## config.mk

```make
export PLATFORM = sky130hd
export DESIGN_NAME = sdic_input_control
export DESIGN_NICKNAME = d
export VERILOG_FILES = /design/src/verilog/sdic_pkg.sv /design/src/verilog/sdic_in_sync.sv /design/src/verilog/sdic_input_control.sv
export VERILOG_INCLUDE_DIRS = /design/src /design/src/verilog
export SDC_FILE = /design/constraint.sdc
export NUM_CORES = 1
export LEC_CHECK = 0
export BUFFER_PORTS_ARGS = -buffer_cell sky130_fd_sc_hd__buf_2
export CAP_MARGIN = 20
export CORE_MARGIN = 2
export CORE_UTILIZATION = 30
export CTS_CLUSTER_SIZE = 10
export DETAILED_ROUTE_END_ITERATION = 16
export GPL_TIMING_DRIVEN = 0
export SKIP_LAST_GASP = 1
export SLEW_MARGIN = 20
export SYNTH_ARGS = -nofsm -noshare
export SYNTH_HDL_FRONTEND = slang
export SYNTH_SLANG_ARGS = --single-unit
```

## constraint.sdc

```tcl
create_clock -name pclk -period 8.9 [get_ports pclk]
set_input_delay 1.335 -clock pclk [delete_from_list [all_inputs] [get_ports pclk]]
set_output_delay 1.335 -clock pclk [all_outputs]
set_load 0.02 [all_outputs]
```

## src/verilog/sdic_params.svh

```systemverilog
// Register offsets, field positions, reset values and counts of the
// servo drive input control block.
// Assumes it is included by name from the design files and the bench.
`ifndef SDIC_PARAMS_SVH
`define SDIC_PARAMS_SVH

// ----------------------------------------------------------------------
// Register offsets
// ----------------------------------------------------------------------
`define SDIC_OFS_CFG 8'h00
`define SDIC_OFS_ALLOC_A 8'h04
`define SDIC_OFS_ALLOC_B 8'h08
`define SDIC_OFS_STATUS 8'h0C
`define SDIC_OFS_ERRCNT 8'h10
`define SDIC_OFS_INT_STAT 8'h14
`define SDIC_OFS_INT_MASK 8'h18

// ----------------------------------------------------------------------
// Field positions
// ----------------------------------------------------------------------
`define SDIC_CFG_MP_LSB 0
`define SDIC_CFG_MODE_LSB 3
`define SDIC_CFG_ALT_LSB 5
`define SDIC_CFG_TL_BIT 7
`define SDIC_CFG_ZCLAMP_BIT 8
`define SDIC_CFG_REGEN_BIT 9
`define SDIC_ALLOC_LSB 0
`define SDIC_STAT_ALARM_BIT 16
`define SDIC_STAT_SERVO_BIT 17
`define SDIC_STAT_MODE_LSB 18
`define SDIC_EV_FAULT 0
`define SDIC_EV_ALM_REL 1
`define SDIC_EV_HOMING 2
`define SDIC_EV_FWD_LIM 3
`define SDIC_EV_REV_LIM 4
`define SDIC_EV_ERR_CLR 5

// ----------------------------------------------------------------------
// Reset values and counts
// ----------------------------------------------------------------------
`define SDIC_REGEN_RST 1'b1
`define SDIC_ALLOC_RST 3'h0
`define SDIC_NUM_EV 6
`define SDIC_ALLOC_W 3

`endif

```

## src/verilog/sdic_pkg.sv

```systemverilog
// Types shared by the servo drive input control design.
// Assumes nothing of its surroundings.
package sdic_pkg;

  // Function given to the multi-purpose input.
  typedef enum logic [2:0] {
    SDIC_MP_PCTRL = 3'h0,
    SDIC_MP_DIR = 3'h1,
    SDIC_MP_ZCLAMP = 3'h3,
    SDIC_MP_MODESW = 3'h2,
    SDIC_MP_PINH = 3'h6
  } sdic_mp_func_t;

  // Control mode of the drive.
  typedef enum logic [1:0] {
    SDIC_SPEED = 2'h0,
    SDIC_POSITION = 2'h1,
    SDIC_TORQUE = 2'h3
  } sdic_mode_t;

  // Use of the torque-limit input pair.
  typedef enum logic {
    SDIC_TL_EXT = 1'b0,
    SDIC_TL_INTSPD = 1'b1
  } sdic_tl_func_t;

endpackage : sdic_pkg
```

## src/verilog/sdic_in_sync.sv

```systemverilog
// Three-stage input synchroniser with a two-stage agreement filter.
// Assumes its inputs are asynchronous pins and pclk is free running.
`timescale 1ns/1ps
`default_nettype none
module sdic_in_sync #(
  parameter int W = 1
) (
  // Clock and reset
  input wire logic pclk,
  input wire logic presetn,
  // Pins and filtered levels
  input wire logic [W-1:0] pin_async,
  output logic [W-1:0] pin_level
);
  logic [W-1:0] stage1;
  logic [W-1:0] stage2;
  logic [W-1:0] stage3;

  if (W < 1) begin : g_bad_width
    $error("sdic_in_sync: W must be at least 1");
  end

  always_ff @(posedge pclk or negedge presetn) begin
    if (!presetn) begin
      stage1 <= '0;
      stage2 <= '0;
      stage3 <= '0;
    end else begin
      stage1 <= pin_async;
      stage2 <= stage1;
      stage3 <= stage2;
    end
  end

  // A level counts only once two stages agree, rejecting a short glitch.
  for (genvar i = 0; i < W; i++) begin : g_filter
    always_ff @(posedge pclk or negedge presetn) begin
      if (!presetn) begin
        pin_level[i] <= 1'b0;
      end else if (stage2[i] == stage3[i]) begin
        pin_level[i] <= stage3[i];
      end
    end
  end
endmodule : sdic_in_sync
`default_nettype wire

```

## src/verilog/sdic_input_control.sv

```systemverilog
// Discrete control-input handling of a servo drive, with an APB register file.
// Assumes one 20 MHz clock pclk, pins asynchronous, drive core on pclk.
`timescale 1ns/1ps
`default_nettype none
`include "sdic_params.svh"
module sdic_input_control #(
  parameter int NGEN = 4,
  parameter int ERR_W = 16
) (
  // Clock and reset
  input wire logic pclk,
  input wire logic presetn,
  // APB slave
  input wire logic psel,
  input wire logic penable,
  input wire logic pwrite,
  input wire logic [7:0] paddr,
  input wire logic [31:0] pwdata,
  output logic [31:0] prdata,
  output logic pready,
  output logic pslverr,
  output logic irq,
  // Discrete pins, high means ON
  input wire logic servo_on_input,
  input wire logic multi_purpose_control_input,
  input wire logic forward_travel_limit,
  input wire logic reverse_travel_limit,
  input wire logic forward_torque_limit_input,
  input wire logic reverse_torque_limit_input,
  input wire logic alarm_release_input,
  input wire logic error_count_clear_input,
  input wire logic ref_pulse_input,
  input wire logic ref_dir_input,
  input wire logic [NGEN-1:0] general_input,
  // Drive core events
  input wire logic fault_event,
  input wire logic fb_step,
  input wire logic fb_dir,
  // Drive actions
  output logic servo_enabled,
  output logic speed_loop_p_only,
  output logic dir_reversed,
  output var sdic_pkg::sdic_mode_t active_mode,
  output logic speed_ref_zero,
  output logic pulse_inhibit,
  output logic fwd_run_allow,
  output logic rev_run_allow,
  output logic fwd_current_limit,
  output logic rev_current_limit,
  output logic [1:0] int_speed_sel,
  output logic alarm_active,
  output logic homing_start,
  output logic zero_position,
  output logic regen_internal_sel,
  output logic [ERR_W-1:0] position_error
);
  import sdic_pkg::*;

  // ----------------------------------------------------------------------
  // Pin indices and checks
  // ----------------------------------------------------------------------
  localparam int P_SON = 0;
  localparam int P_MP = 1;
  localparam int P_FWD = 2;
  localparam int P_REV = 3;
  localparam int P_PCL = 4;
  localparam int P_NCL = 5;
  localparam int P_ALM = 6;
  localparam int P_CLR = 7;
  localparam int P_REF = 8;
  localparam int P_DIR = 9;
  localparam int P_GEN = 10;
  localparam int NPIN = P_GEN + NGEN;

  // Allocation codes reach general inputs 1 to NGEN (at most 6), code 0 means unallocated.
  if (NGEN < 1 || NGEN > 6 || ERR_W < 2 || ERR_W > 32) begin : g_bad_param
    $error("sdic_input_control: NGEN 1..6 and ERR_W 2..32 only");
  end

  logic [NPIN-1:0] pin_raw;
  logic [NPIN-1:0] pin_lvl;
  logic [NPIN-1:0] pin_prev;

  assign pin_raw = {general_input, ref_dir_input, ref_pulse_input,
                    error_count_clear_input, alarm_release_input,
                    reverse_torque_limit_input, forward_torque_limit_input,
                    reverse_travel_limit, forward_travel_limit,
                    multi_purpose_control_input, servo_on_input};

  sdic_in_sync #(.W(NPIN)) u_sync (
    .pclk(pclk),
    .presetn(presetn),
    .pin_async(pin_raw),
    .pin_level(pin_lvl)
  );

  always_ff @(posedge pclk or negedge presetn) begin
    if (!presetn) begin
      pin_prev <= '0;
    end else begin
      pin_prev <= pin_lvl;
    end
  end

  // ----------------------------------------------------------------------
  // Configuration registers
  // ----------------------------------------------------------------------
  sdic_mp_func_t mp_sel;
  sdic_mode_t ctrl_mode;
  sdic_mode_t alt_mode;
  sdic_tl_func_t tl_sel;
  logic zclamp_en;
  logic [`SDIC_ALLOC_W-1:0] alloc_a;
  logic [`SDIC_ALLOC_W-1:0] alloc_b;
  logic [`SDIC_NUM_EV-1:0] int_stat;
  logic [`SDIC_NUM_EV-1:0] int_mask;
  logic [`SDIC_NUM_EV-1:0] events;
  logic [`SDIC_NUM_EV-1:0] next_int_stat;
  logic [31:0] rd_word;
  logic rd_ok;
  logic wr_en;

  function automatic logic mp_is(input sdic_mp_func_t f);
    return mp_sel == f;
  endfunction : mp_is

  function automatic logic alloc_pick(input logic [`SDIC_ALLOC_W-1:0] sel,
                                      input logic [NPIN-1:0] pins);
    logic hit;
    hit = 1'b0;
    for (int i = 0; i < NGEN; i++) begin
      if (int'(sel) == i + 1) begin
        hit = pins[P_GEN + i];
      end
    end
    return hit;
  endfunction : alloc_pick

  // A write lands only at the completing edge of the access phase.
  assign wr_en = psel && penable && pready && pwrite;

  always_ff @(posedge pclk or negedge presetn) begin
    if (!presetn) begin
      mp_sel <= SDIC_MP_PCTRL;
      ctrl_mode <= SDIC_SPEED;
      alt_mode <= SDIC_SPEED;
      tl_sel <= SDIC_TL_EXT;
      zclamp_en <= 1'b0;
      regen_internal_sel <= `SDIC_REGEN_RST;
      alloc_a <= `SDIC_ALLOC_RST;
      alloc_b <= `SDIC_ALLOC_RST;
      int_mask <= '0;
    end else if (wr_en) begin
      unique case (paddr)
        `SDIC_OFS_CFG: begin
          mp_sel <= sdic_mp_func_t'(pwdata[`SDIC_CFG_MP_LSB +: 3]);
          ctrl_mode <= sdic_mode_t'(pwdata[`SDIC_CFG_MODE_LSB +: 2]);
          alt_mode <= sdic_mode_t'(pwdata[`SDIC_CFG_ALT_LSB +: 2]);
          tl_sel <= sdic_tl_func_t'(pwdata[`SDIC_CFG_TL_BIT]);
          zclamp_en <= pwdata[`SDIC_CFG_ZCLAMP_BIT];
          regen_internal_sel <= pwdata[`SDIC_CFG_REGEN_BIT];
        end
        `SDIC_OFS_ALLOC_A: alloc_a <= pwdata[`SDIC_ALLOC_LSB +: `SDIC_ALLOC_W];
        `SDIC_OFS_ALLOC_B: alloc_b <= pwdata[`SDIC_ALLOC_LSB +: `SDIC_ALLOC_W];
        `SDIC_OFS_INT_MASK: int_mask <= pwdata[`SDIC_NUM_EV-1:0];
        default: begin
        end
      endcase
    end
  end

  // ----------------------------------------------------------------------
  // Input decoding
  // ----------------------------------------------------------------------
  sdic_mode_t mode_now;
  logic mp_on;
  logic pin_block;
  logic clr_now;
  logic hom_lvl;
  logic hom_prev;
  logic zero_lvl;
  logic ref_take;
  logic [ERR_W-1:0] next_err;

  assign mp_on = pin_lvl[P_MP];
  assign mode_now = (mp_is(SDIC_MP_MODESW) && mp_on) ? alt_mode : ctrl_mode;
  assign pin_block = mode_now == SDIC_POSITION && mp_is(SDIC_MP_PINH) && mp_on;
  assign clr_now = mode_now == SDIC_POSITION && pin_lvl[P_CLR];
  assign hom_lvl = alloc_pick(alloc_a, pin_lvl);
  assign hom_prev = alloc_pick(alloc_a, pin_prev);
  assign zero_lvl = alloc_pick(alloc_b, pin_lvl);
  assign ref_take = mode_now == SDIC_POSITION && !pin_block &&
                    pin_lvl[P_REF] && !pin_prev[P_REF];

  // ----------------------------------------------------------------------
  // Drive actions
  // ----------------------------------------------------------------------
  always_ff @(posedge pclk or negedge presetn) begin
    if (!presetn) begin
      active_mode <= SDIC_SPEED;
      speed_loop_p_only <= 1'b0;
      dir_reversed <= 1'b0;
      speed_ref_zero <= 1'b0;
      pulse_inhibit <= 1'b0;
    end else begin
      active_mode <= mode_now;
      speed_loop_p_only <= mp_is(SDIC_MP_PCTRL) && mp_on;
      dir_reversed <= mp_is(SDIC_MP_DIR) && tl_sel == SDIC_TL_INTSPD && mp_on;
      speed_ref_zero <= zclamp_en && mode_now == SDIC_SPEED &&
                        mp_is(SDIC_MP_ZCLAMP) && mp_on;
      pulse_inhibit <= pin_block;
    end
  end

  always_ff @(posedge pclk or negedge presetn) begin
    if (!presetn) begin
      fwd_run_allow <= 1'b0;
      rev_run_allow <= 1'b0;
      fwd_current_limit <= 1'b0;
      rev_current_limit <= 1'b0;
      int_speed_sel <= 2'h0;
      homing_start <= 1'b0;
      zero_position <= 1'b0;
    end else begin
      fwd_run_allow <= pin_lvl[P_FWD];
      rev_run_allow <= pin_lvl[P_REV];
      fwd_current_limit <= tl_sel == SDIC_TL_EXT && pin_lvl[P_PCL];
      rev_current_limit <= tl_sel == SDIC_TL_EXT && pin_lvl[P_NCL];
      int_speed_sel <= (tl_sel == SDIC_TL_INTSPD) ?
                       {pin_lvl[P_NCL], pin_lvl[P_PCL]} : 2'h0;
      homing_start <= hom_lvl && !hom_prev;
      zero_position <= zero_lvl;
    end
  end

  // Fault wins over release so a fault in the same cycle is never lost.
  always_ff @(posedge pclk or negedge presetn) begin
    if (!presetn) begin
      alarm_active <= 1'b0;
      servo_enabled <= 1'b0;
    end else begin
      if (fault_event) begin
        alarm_active <= 1'b1;
      end else if (pin_lvl[P_ALM] && !pin_prev[P_ALM]) begin
        alarm_active <= 1'b0;
      end
      servo_enabled <= pin_lvl[P_SON] && !alarm_active && !fault_event;
    end
  end

  // The count wraps; a saturating counter would hide runaway from software.
  always_comb begin
    next_err = position_error;
    if (ref_take) begin
      next_err = pin_lvl[P_DIR] ? next_err - 1'b1 : next_err + 1'b1;
    end
    if (fb_step) begin
      next_err = fb_dir ? next_err + 1'b1 : next_err - 1'b1;
    end
  end

  always_ff @(posedge pclk or negedge presetn) begin
    if (!presetn) begin
      position_error <= '0;
    end else if (clr_now) begin
      position_error <= '0;
    end else begin
      position_error <= next_err;
    end
  end

  // ----------------------------------------------------------------------
  // Interrupts
  // ----------------------------------------------------------------------
  always_comb begin
    events = '0;
    events[`SDIC_EV_FAULT] = fault_event;
    events[`SDIC_EV_ALM_REL] = pin_lvl[P_ALM] && !pin_prev[P_ALM];
    events[`SDIC_EV_HOMING] = hom_lvl && !hom_prev;
    events[`SDIC_EV_FWD_LIM] = pin_prev[P_FWD] && !pin_lvl[P_FWD];
    events[`SDIC_EV_REV_LIM] = pin_prev[P_REV] && !pin_lvl[P_REV];
    events[`SDIC_EV_ERR_CLR] = clr_now && !pin_prev[P_CLR];
    next_int_stat = int_stat;
    if (wr_en && paddr == `SDIC_OFS_INT_STAT) begin
      next_int_stat = int_stat & ~pwdata[`SDIC_NUM_EV-1:0];
    end
    next_int_stat = next_int_stat | events;
  end

  always_ff @(posedge pclk or negedge presetn) begin
    if (!presetn) begin
      int_stat <= '0;
      irq <= 1'b0;
    end else begin
      int_stat <= next_int_stat;
      irq <= |(next_int_stat & int_mask);
    end
  end

  // ----------------------------------------------------------------------
  // APB read and answer
  // ----------------------------------------------------------------------
  always_comb begin
    rd_word = 32'h0000_0000;
    rd_ok = 1'b1;
    unique case (paddr)
      `SDIC_OFS_CFG: begin
        rd_word[`SDIC_CFG_MP_LSB +: 3] = mp_sel;
        rd_word[`SDIC_CFG_MODE_LSB +: 2] = ctrl_mode;
        rd_word[`SDIC_CFG_ALT_LSB +: 2] = alt_mode;
        rd_word[`SDIC_CFG_TL_BIT] = tl_sel;
        rd_word[`SDIC_CFG_ZCLAMP_BIT] = zclamp_en;
        rd_word[`SDIC_CFG_REGEN_BIT] = regen_internal_sel;
      end
      `SDIC_OFS_ALLOC_A: rd_word[`SDIC_ALLOC_LSB +: `SDIC_ALLOC_W] = alloc_a;
      `SDIC_OFS_ALLOC_B: rd_word[`SDIC_ALLOC_LSB +: `SDIC_ALLOC_W] = alloc_b;
      `SDIC_OFS_STATUS: begin
        rd_word[NPIN-1:0] = pin_lvl;
        rd_word[`SDIC_STAT_ALARM_BIT] = alarm_active;
        rd_word[`SDIC_STAT_SERVO_BIT] = servo_enabled;
        rd_word[`SDIC_STAT_MODE_LSB +: 2] = active_mode;
      end
      `SDIC_OFS_ERRCNT: rd_word[ERR_W-1:0] = position_error;
      `SDIC_OFS_INT_STAT: rd_word[`SDIC_NUM_EV-1:0] = int_stat;
      `SDIC_OFS_INT_MASK: rd_word[`SDIC_NUM_EV-1:0] = int_mask;
      default: rd_ok = 1'b0;
    endcase
  end

  // Data is caught in the setup cycle, so every access takes two cycles.
  always_ff @(posedge pclk or negedge presetn) begin
    if (!presetn) begin
      pready <= 1'b0;
      pslverr <= 1'b0;
      prdata <= 32'h0000_0000;
    end else begin
      pready <= psel && !penable;
      pslverr <= psel && !penable && !rd_ok;
      if (psel && !penable) begin
        prdata <= (pwrite || !rd_ok) ? 32'h0000_0000 : rd_word;
      end
    end
  end
endmodule : sdic_input_control
`default_nettype wire

```

Word-level counts from Yosys, hierarchy flattened
Cells that the tools add are included.
{"block": "word_totals", "in_bits": 62, "register_bits": 165}
{"block": "op_classes", "n_reduce_logical": 50, "bitwise_logic": 5, "mux": 30, "n_eq_ne": 33, "n_addsub": 4}
{"operator": "2-to-1 mux 16 bit", "n": 5}
{"operator": "adder 16 x 1 -> 16 bit (second input constant)", "n": 2}
{"operator": "subtractor 16 x 1 -> 16 bit (second input constant)", "n": 2}
{"operator": "logical AND 1 bit", "n": 28}
{"operator": "== test 8 x 5 -> 1 bit (second input constant)", "n": 3}
{"operator": "== test 3 bit (second input constant)", "n": 7}
{"operator": "case mux 3 bit (7 select lines)", "n": 1}
{"operator": "2-to-1 mux 20 bit", "n": 1}
{"operator": "== test 8 x 4 -> 1 bit (second input constant)", "n": 2}
{"operator": "2-to-1 mux 1 bit", "n": 15}
{"operator": "case mux 3 bit (5 select lines)", "n": 1}
{"operator": "== test 1 bit", "n": 14}
{"operator": "AND 6 bit", "n": 2}
{"operator": "== test 3 x 2 -> 1 bit (second input constant)", "n": 4}
{"operator": "case mux 4 bit (3 select lines)", "n": 1}
{"operator": "zero test 1 bit", "n": 11}
{"operator": "== test 8 x 3 -> 1 bit (second input constant)", "n": 1}
{"operator": "zero test 8 bit", "n": 1}
{"operator": "case mux 4 bit (2 select lines)", "n": 1}
{"operator": "AND reduction 2 bit", "n": 4}
{"operator": "OR reduction 7 bit", "n": 1}
{"operator": "2-to-1 mux 2 bit", "n": 3}
{"operator": "2-to-1 mux 6 bit", "n": 1}
{"operator": "NOT 6 bit", "n": 1}
{"operator": "10 further kinds", "n": 10}

Depth between registers and ports, before layout
Gate-level depths: netlist of run 1.
{"block": "depth", "word_depth": 15, "ltp_mapped": 17, "mapped_depth_nobuf": 17}

Cells and area by module
A second synthesis of run 1 with hierarchy kept.
{"block": "hier_totals", "hier_cells": 620, "area_unflattened_um2": 6967.9}
{"mod": "sdic_input_control", "area_each_um2": 5408.9, "cells_each": 550, "instances": 1}
{"mod": "sdic_in_sync", "area_each_um2": 1559.0, "cells_each": 70, "instances": 1}

Least setup slack after synthesis of run 1
OpenSTA, ideal clock, no wires.
{"block": "synth_path", "kind": "reg2reg", "from": "reg u_sync.pin_level[9]", "to": "reg position_error[15]", "stages_incl_launch_ff": 18, "required_ns": 8.821, "path_slack_ns": 4.879, "period_less_slack_ns": 4.021, "setup_time_ns": 0.079, "t_arrival_ns": 3.942, "path_cell_list": "dfrtp_1 -> fa_1 -> a21o_1 -> a21o_1 -> a211oi_1 -> o31ai_1 -> a21oi_1 -> xor2_1 -> o21ai_0 -> ha_1 -> a21o_1 -> a21oi_1 -> and3_1 -> nand4_2 -> a41oi_2 -> a21oi_1 -> a2111oi_4 -> mux2i_1"}
{"block": "synth_via", "elab_chain_cells": 6, "word_cells_on_any_way": 7, "cone_classes": "add/sub: 2; mux: 5"}
{"element": "start, declared", "line_no": "sdic_in_sync.sv:13", "rtl": "output logic [W-1:0] pin_level"}
{"element": "start signal, assigned by index", "line_no": "sdic_in_sync.sv:41", "rtl": "pin_level[i] <= stage3[i];"}
{"element": "2-to-1 mux 16 bit *", "line_no": "sdic_input_control.sv:255", "rtl": "next_err = pin_lvl[P_DIR] ? next_err - 1'b1 : next_err + 1'b1;"}
{"element": "2-to-1 mux 16 bit *", "line_no": "sdic_input_control.sv:254", "rtl": "if (ref_take) begin"}
{"element": "subtractor 16 x 1 -> 16 bit or adder 16 x 1 -> 16 bit (tied branches)", "line_no": "sdic_input_control.sv:258", "rtl": "next_err = fb_dir ? next_err + 1'b1 : next_err - 1'b1;"}
{"element": "2-to-1 mux 16 bit", "line_no": "sdic_input_control.sv:258"}
{"element": "2-to-1 mux 16 bit *", "line_no": "sdic_input_control.sv:257", "rtl": "if (fb_step) begin"}
{"element": "2-to-1 mux 16 bit *", "line_no": "sdic_input_control.sv:265", "rtl": "end else if (clr_now) begin"}
{"element": "end signal, assigned", "line_no": "sdic_input_control.sv:268", "rtl": "position_error <= next_err;"}
{"element": "end, declared", "line_no": "sdic_input_control.sv:55", "rtl": "output logic [ERR_W-1:0] position_error"}
Every way passes the cells marked *; elsewhere a longest branch is shown, timed or not.
A chain may end at the register's enable or synchronous reset.

Worst setup path in the final report of run 1
Same ends and word-level chain as after synthesis.

==> results of run 1 <==
-- final cells by class --
cell class	instances	area (um^2)	share of cell area
well taps	285	356.6	0.04273
multi-input cells	424	3039	0.3642
flip-flops and latches	146	3655	0.4379
plain buffers	28	151.4	0.01814
clock inverters	9	108.9	0.01304
inverters	19	71.32	0.008546
clock buffers	21	450.4	0.05397
repair buffers	96	513.0	0.06147
-- flip-flops by register name (all words and copies together) (netlist names), 2 cells and up --
| signal | cells |
|---|---|
| int_speed_sel | 2 |
| alloc_a | 3 |
| u_sync.stage3 | 14 |
| prdata | 20 |
| u_sync.pin_level | 14 |
| ctrl_mode | 2 |
| alloc_b | 3 |
| int_mask | 6 |
| int_stat | 6 |
| u_sync.stage1 | 14 |
| pin_prev | 9 |
| alt_mode | 2 |
| position_error | 16 |
| active_mode | 2 |
| mp_sel | 3 |
| u_sync.stage2 | 14 |
-- cell families (layout without fill, tap and decap cells) --
group / after synthesis / after routing / synth area share
xor+xnor: 26 / 26 / 0.03312
compound gates: 148 / 148 / 0.1565
fa+ha+maj: 44 / 44 / 0.07716
flops: 146 / 146 / 0.5316
buf+inv: 47 / 173 / 0.03239
mux: 27 / 27 / 0.04622
other cells: 1 / 12 / 0.0005454
simple gates: 167 / 167 / 0.1225
-- per-stage QoR --
step                hold WS, ns  utilization  power (uW)  worst slack (ns)  instances
CTS                      0.3452       0.3697        2296             4.124       1028
global route             0.3523       0.3697        2423             3.724       1028
detailed placement       0.3347       0.3450        1598             4.175        998
global placement         0.3320       0.3433        1585             4.190        997
finish                   0.3416       0.3697        2270             4.132       1028
floorplan                0.3312            -        1373             4.879        617
-- worst paths after layout --
kind                       cells after the start                            start                              to
min                                            0       u_sync.stage1[3]$_DFF_PN0_      u_sync.stage2[3]$_DFF_PN0_
min in group asynchronous                      1                          presetn      u_sync.stage1[5]$_DFF_PN0_
max reg2reg                                   17  u_sync.pin_level[9]$_DFFE_PN0N_    position_error[15]$_DFF_PN0_
max in group asynchronous                      2                          presetn  regen_internal_sel$_DFFE_PN1P_
min reg2reg                                    0       u_sync.stage1[3]$_DFF_PN0_      u_sync.stage2[3]$_DFF_PN0_
max                                           17  u_sync.pin_level[9]$_DFFE_PN0N_    position_error[15]$_DFF_PN0_
-- power breakdown --
| part | switching [uW] | total (uW) | internal (uW) |
|---|---|---|---|
| clock network | 271 | 688 | 417 |
| logic | 433 | 762 | 329 |
| registers | 95.5 | 820 | 725 |
-- worst max-delay path: stages (launching register included) --
cell and delay, ns:
dfrtp_1 0.80, ha_1 0.41, a21o_1 0.20, a21o_1 0.21
a211oi_1 0.42, o31ai_1 0.12, a21oi_1 0.18, xor2_1 0.19
o21ai_0 0.15, ha_1 0.36, a21o_1 0.19, a21oi_1 0.22
and3_1 0.22, nand4_2 0.17, a41oi_2 0.24, a21oi_1 0.10
a2111oi_4 0.30, mux2i_1 0.21
-- layer usage --
layer	track usage	share of wire
met1	0.2157	0.48
met2	0.2284	0.45
met3	0.04540	0.060
met4	0.03145	0.0080
met5	0	0
-- Yosys cell counts (all sizes together) (3+ instances only) --
master | instances | area [um^2]
nor4 | 4 | 25.02
ha | 28 | 350.3
inv | 18 | 67.56
nor2b | 5 | 31.28
o211ai | 3 | 22.52
o21ai | 23 | 115.1
and2 | 8 | 51.30
a21oi | 31 | 155.2
a21o | 12 | 90.09
maj3 | 14 | 140.1
mux2 | 25 | 285.3
nand3b | 4 | 30.03
nand2 | 70 | 262.8
or3 | 3 | 18.77
a22o | 13 | 113.9
nor3 | 8 | 40.04
xor2 | 13 | 113.9
a22oi | 16 | 120.1
dfrtp | 145 | 3628
buf | 14 | 98.84
a222oi | 10 | 100.1
a211oi | 6 | 45.04
and3 | 4 | 26.28
o21a | 7 | 52.55
xnor2 | 13 | 113.9
a31oi | 3 | 18.77
o31ai | 3 | 22.52
nor3b | 3 | 22.52
nand2b | 7 | 43.79
nor2 | 22 | 82.58
nand3 | 13 | 65.06
o22ai | 4 | 25.02
clkbuf | 14 | 52.55
==> results_dict.tcl, run 1 <==
set metrics [dict create \
    clock_path_buffers 2 \
    die-area_um2 24140 \
    ant_nets 0 \
    fin_crit_ns 4.768 \
    io_buffers 95 \
    tns_ns 0 \
    period_share 0.5358 \
    cts-root-buf "clkbuf_16" \
    design_area_um2 8346 \
    p_leak_uw 0.003988 \
    grt_pass1_wl_um 27810 \
    avgSynthCellArea_um2 11.35 \
    cts_tree "built" \
    path_max_fanout 18 \
    critPathCaptureType "register" \
    drc 0 \
    num_vias 5103 \
    min_path_type "reg2reg" \
    dr.pass1.iters 5 \
    ys_ff_latch 146 \
    synth_edf_count 0 \
    nets 824 \
    slew_headroom 0.3462 \
    layout-drive-gt1-share 0.2369 \
    place_congestion 0.8926 \
    setup_viol 0 \
    finalHoldViolations 0 \
    grt_pass1_vias 4864 \
    layout_commonest_cell "dfrtp_1" \
    wl_per_cell_um 17.28 \
    async_flop_share 1.000 \
    antenna_found_initial 0 \
    ys_types 69 \
    layout_common_cells "145 x dfrtp_1, 95 x buf_2, 70 x nand2_1, 31 x a21oi_1, 28 x ha_1" \
    critical_path_class "reg2reg" \
    drv_cap 0 \
    crit_required_ns 9.24 \
    die_w_um 155.4 \
    core_um2 22570 \
    slew_violations 0 \
    ff2ff_setup_slack_ns 4.13 \
    htreeDepth 4 \
    tightest_slew_ns 0.9732 \
    ys.flop_type "dfrtp_1" \
    worstPathArrival_ns 5.11 \
    grt_max_degree 96 \
    status "completed" \
    path_clk_slew_ns 0.06 \
    numCtsBuffers 17 \
    diodes 0 \
    clock-sinks 146 \
    viasPerCell 4.964 \
    synth_cells 606 \
    start_util 0.3046 \
    fillers 2265 \
    pin_count 130 \
    gr-total-overflow 0 \
    rsz0062_at_grt "no" \
    fin_worst_skew_ns 0.006659 \
    pwr_density_cell_nw_per_um2 272.0 \
    area_growth_pct 21.38 \
    die_h_um 155.4 \
    seq_area_frac_synth 0.5316 \
    syn_area_um2 6875 \
    placed_cell_area_um2 7786 \
    post-cts-setup-buffer-count 0 \
    vdd_drop_max_mv 0.1342 \
    fp-row-count 55 \
    fmax_ghz 0.2097 \
    cts_resized 0 \
    wl_um 17760 \
    ys_warn_count 0 \
    place_hpwl_um 13380 \
    drtIter0Drc 355 \
    start_kind "register" \
    grt_util_all_layers 0.1513 \
    hold_buffers 0 \
    insertion_delay_ns 0.42 \
]
No activity file was read; power rests on OpenSTA's default activity.
==> run 2, diff against run 1 <==
clock period = 3.9 ns   (was 8.9 ns; I/O delays follow)
==> run 2 against run 1 <==
  * The flow now finishes with violations (negative setup slack)
  * Flip-flop and latch count is the same
  * Register-to-register slack lost 4.3 ns
  * Global-route usage grew 0.67 points
  * Utilization grew 1.2 points
  * Combinational power grew to 2.6 times the previous value
  * Worst setup slack lost 4.3 ns
  * Routed wire length grew 4.9%
  * Critical endpoint unchanged
==> results_dict.tcl, run 2 (synthesis gave the netlist of run 1 again) <==
set metrics [dict create \
    status "finished, violations left" \
    violations "negative setup slack" \
    drtIter0Drc 336 \
    largest_reg_flops 20 \
    finalHoldViolations 0 \
    tns_ns -0.1436 \
    hold_buffers 0 \
    die_w_um 155.4 \
    path_clk_slew_ns 0.06 \
    start_util 0.3046 \
    drv_cap 0 \
    die_h_um 155.4 \
    clock_path_buffers 2 \
    cts_tree "built" \
    min_path_type "in2async" \
    io_buffers 95 \
    vdd_drop_max_mv 0.2884 \
    critical_path_class "reg2reg" \
    wl_per_cell_um 17.77 \
    multiInputGateArea_um2 3137 \
    htreeDepth 4 \
    rsz0062_at_grt "yes" \
    layout-drive-gt1-share 0.2857 \
    diodes 0 \
    grt_util_all_layers 0.1581 \
    pin_count 130 \
    viasPerCell 4.981 \
    period_share 1.037 \
    seqCellArea_um2 3661 \
    p_leak_uw 0.004093 \
    finalWorstSetupSlack_ns -0.1436 \
    nets 843 \
    dr.pass1.iters 5 \
    clock-sinks 146 \
    regMostFlops "prdata" \
    slew_headroom 0.2805 \
    fp-row-count 55 \
    grt_pass1_vias 5050 \
    tightest_slew_ns 1.071 \
    area_growth_pct 25.22 \
    core_um2 22570 \
    critPathCaptureType "register" \
    start_kind "register" \
    fmax_ghz 0.2473 \
    slew_violations 0 \
    fin_worst_skew_ns 0.01086 \
    fillers 2265 \
    antenna_found_initial 0 \
    layout_common_cells "142 x dfrtp_1, 95 x buf_2, 70 x nand2_1, 30 x buf_4, 29 x a21oi_1" \
    numCtsBuffers 17 \
    wl_um 18630 \
    fin_crit_ns 4.044 \
    ff2ff_setup_slack_ns -0.14 \
    reg.largest.list "prdata (20), position_error (16)" \
    die-area_um2 24140 \
    ant_nets 0 \
    crit_required_ns 4.20 \
    grt_max_degree 99 \
    pwr_density_cell_nw_per_um2 635.4 \
    grt_pass1_wl_um 28920 \
    drc 0 \
    whs_ns 0.05018 \
    place_hpwl_um 13330 \
    cts-root-buf "clkbuf_16" \
    path_max_fanout 7 \
    place_congestion 0.8502 \
    gr-total-overflow 0 \
    num_vias 5220 \
    insertion_delay_ns 0.43 \
    setup_viol 1 \
    layout_commonest_cell "dfrtp_1" \
    worstPathArrival_ns 4.35 \
]
## run 2: cell count changes in the layout (fill, tap and decap cells not counted), sizes merged
cell      previous run  this run
buf                110       129
clkinvlp             1         3
clkbuf              35        32
clkinv               6         8
## run 2: path summary, 6_finish.rpt
kind,from,end,cells past startpoint
max,u_sync.pin_level[9]$_DFFE_PN0N_,position_error[15]$_DFF_PN0_,19
min reg2reg,u_sync.stage1[3]$_DFF_PN0_,u_sync.stage2[3]$_DFF_PN0_,0
min in group pclk,forward_travel_limit,u_sync.stage1[2]$_DFF_PN0_,1
min,presetn,u_sync.stage2[3]$_DFF_PN0_,1
max in group asynchronous,presetn,regen_internal_sel$_DFFE_PN1P_,2
max reg2reg,u_sync.pin_level[9]$_DFFE_PN0N_,position_error[15]$_DFF_PN0_,19
## run 2: final cells by class
cell class              count  share of cell area
flip-flops and latches    146              0.4252
multi-input cells         424              0.3643
repair buffers            115             0.07702
clock buffers              18             0.04985
well taps                 285             0.04142
plain buffers              28             0.01788
clock inverters            13             0.01599
inverters                  19            0.008284
## run 2: routing by layer
| layer | part of all wire | wire, um | up-vias | global-route usage |
|---|---|---|---|---|
| li1 | - | - | 2474 | - |
| met1 | 0.48 | 8938 | 2582 | 0.2283 |
| met2 | 0.46 | 8484 | 143 | 0.2354 |
| met3 | 0.052 | 964 | 21 | 0.03928 |
| met4 | 0.013 | 237 | 0 | 0.04456 |
| met5 | 0 | 0 | - | 0 |
## run 2: metrics by stage
step	cells	util	power, uW	area, um^2	setup WS (ns)
floorplan	617	-	3142	6924	0.03045
CTS	1045	0.3791	5411	8557	-0.07352
detailed placement	998	0.3453	3652	7794	-0.4841
global placement	997	0.3436	3628	7756	-0.4975
finish	1048	0.3814	5471	8610	-0.1436
global route	1048	0.3814	5804	8610	-0.3473
## run 2: timing repair
item                       4_1_cts  5_1_grt
pin swaps                       19       17
setup buffers                   16        3
resized for setup               21        9
setup endpoints to repair        3        4
## run 2: power by group
part           total [uW]  switching [uW]  internal, uW  leakage, uW
logic                2010            1100           914      0.00201
registers            1860             207          1660      0.00181
clock network        1590             657           936     0.000272
## run 2: critical path, cell delays in order, from the launching register on
cell	delay, ns
dfrtp_4	0.53
buf_4	0.17
buf_8	0.11
ha_1	0.20
or2_2	0.30
or2_2	0.28
o221a_4	0.25
nand3_1	0.09
nand2_1	0.09
xnor2_2	0.15
o21ai_2	0.18
ha_1	0.29
a21oi_2	0.17
and3_4	0.21
nand4_4	0.12
a41oi_2	0.25
buf_4	0.14
a21boi_4	0.18
a2111oi_4	0.06
mux2i_1	0.13
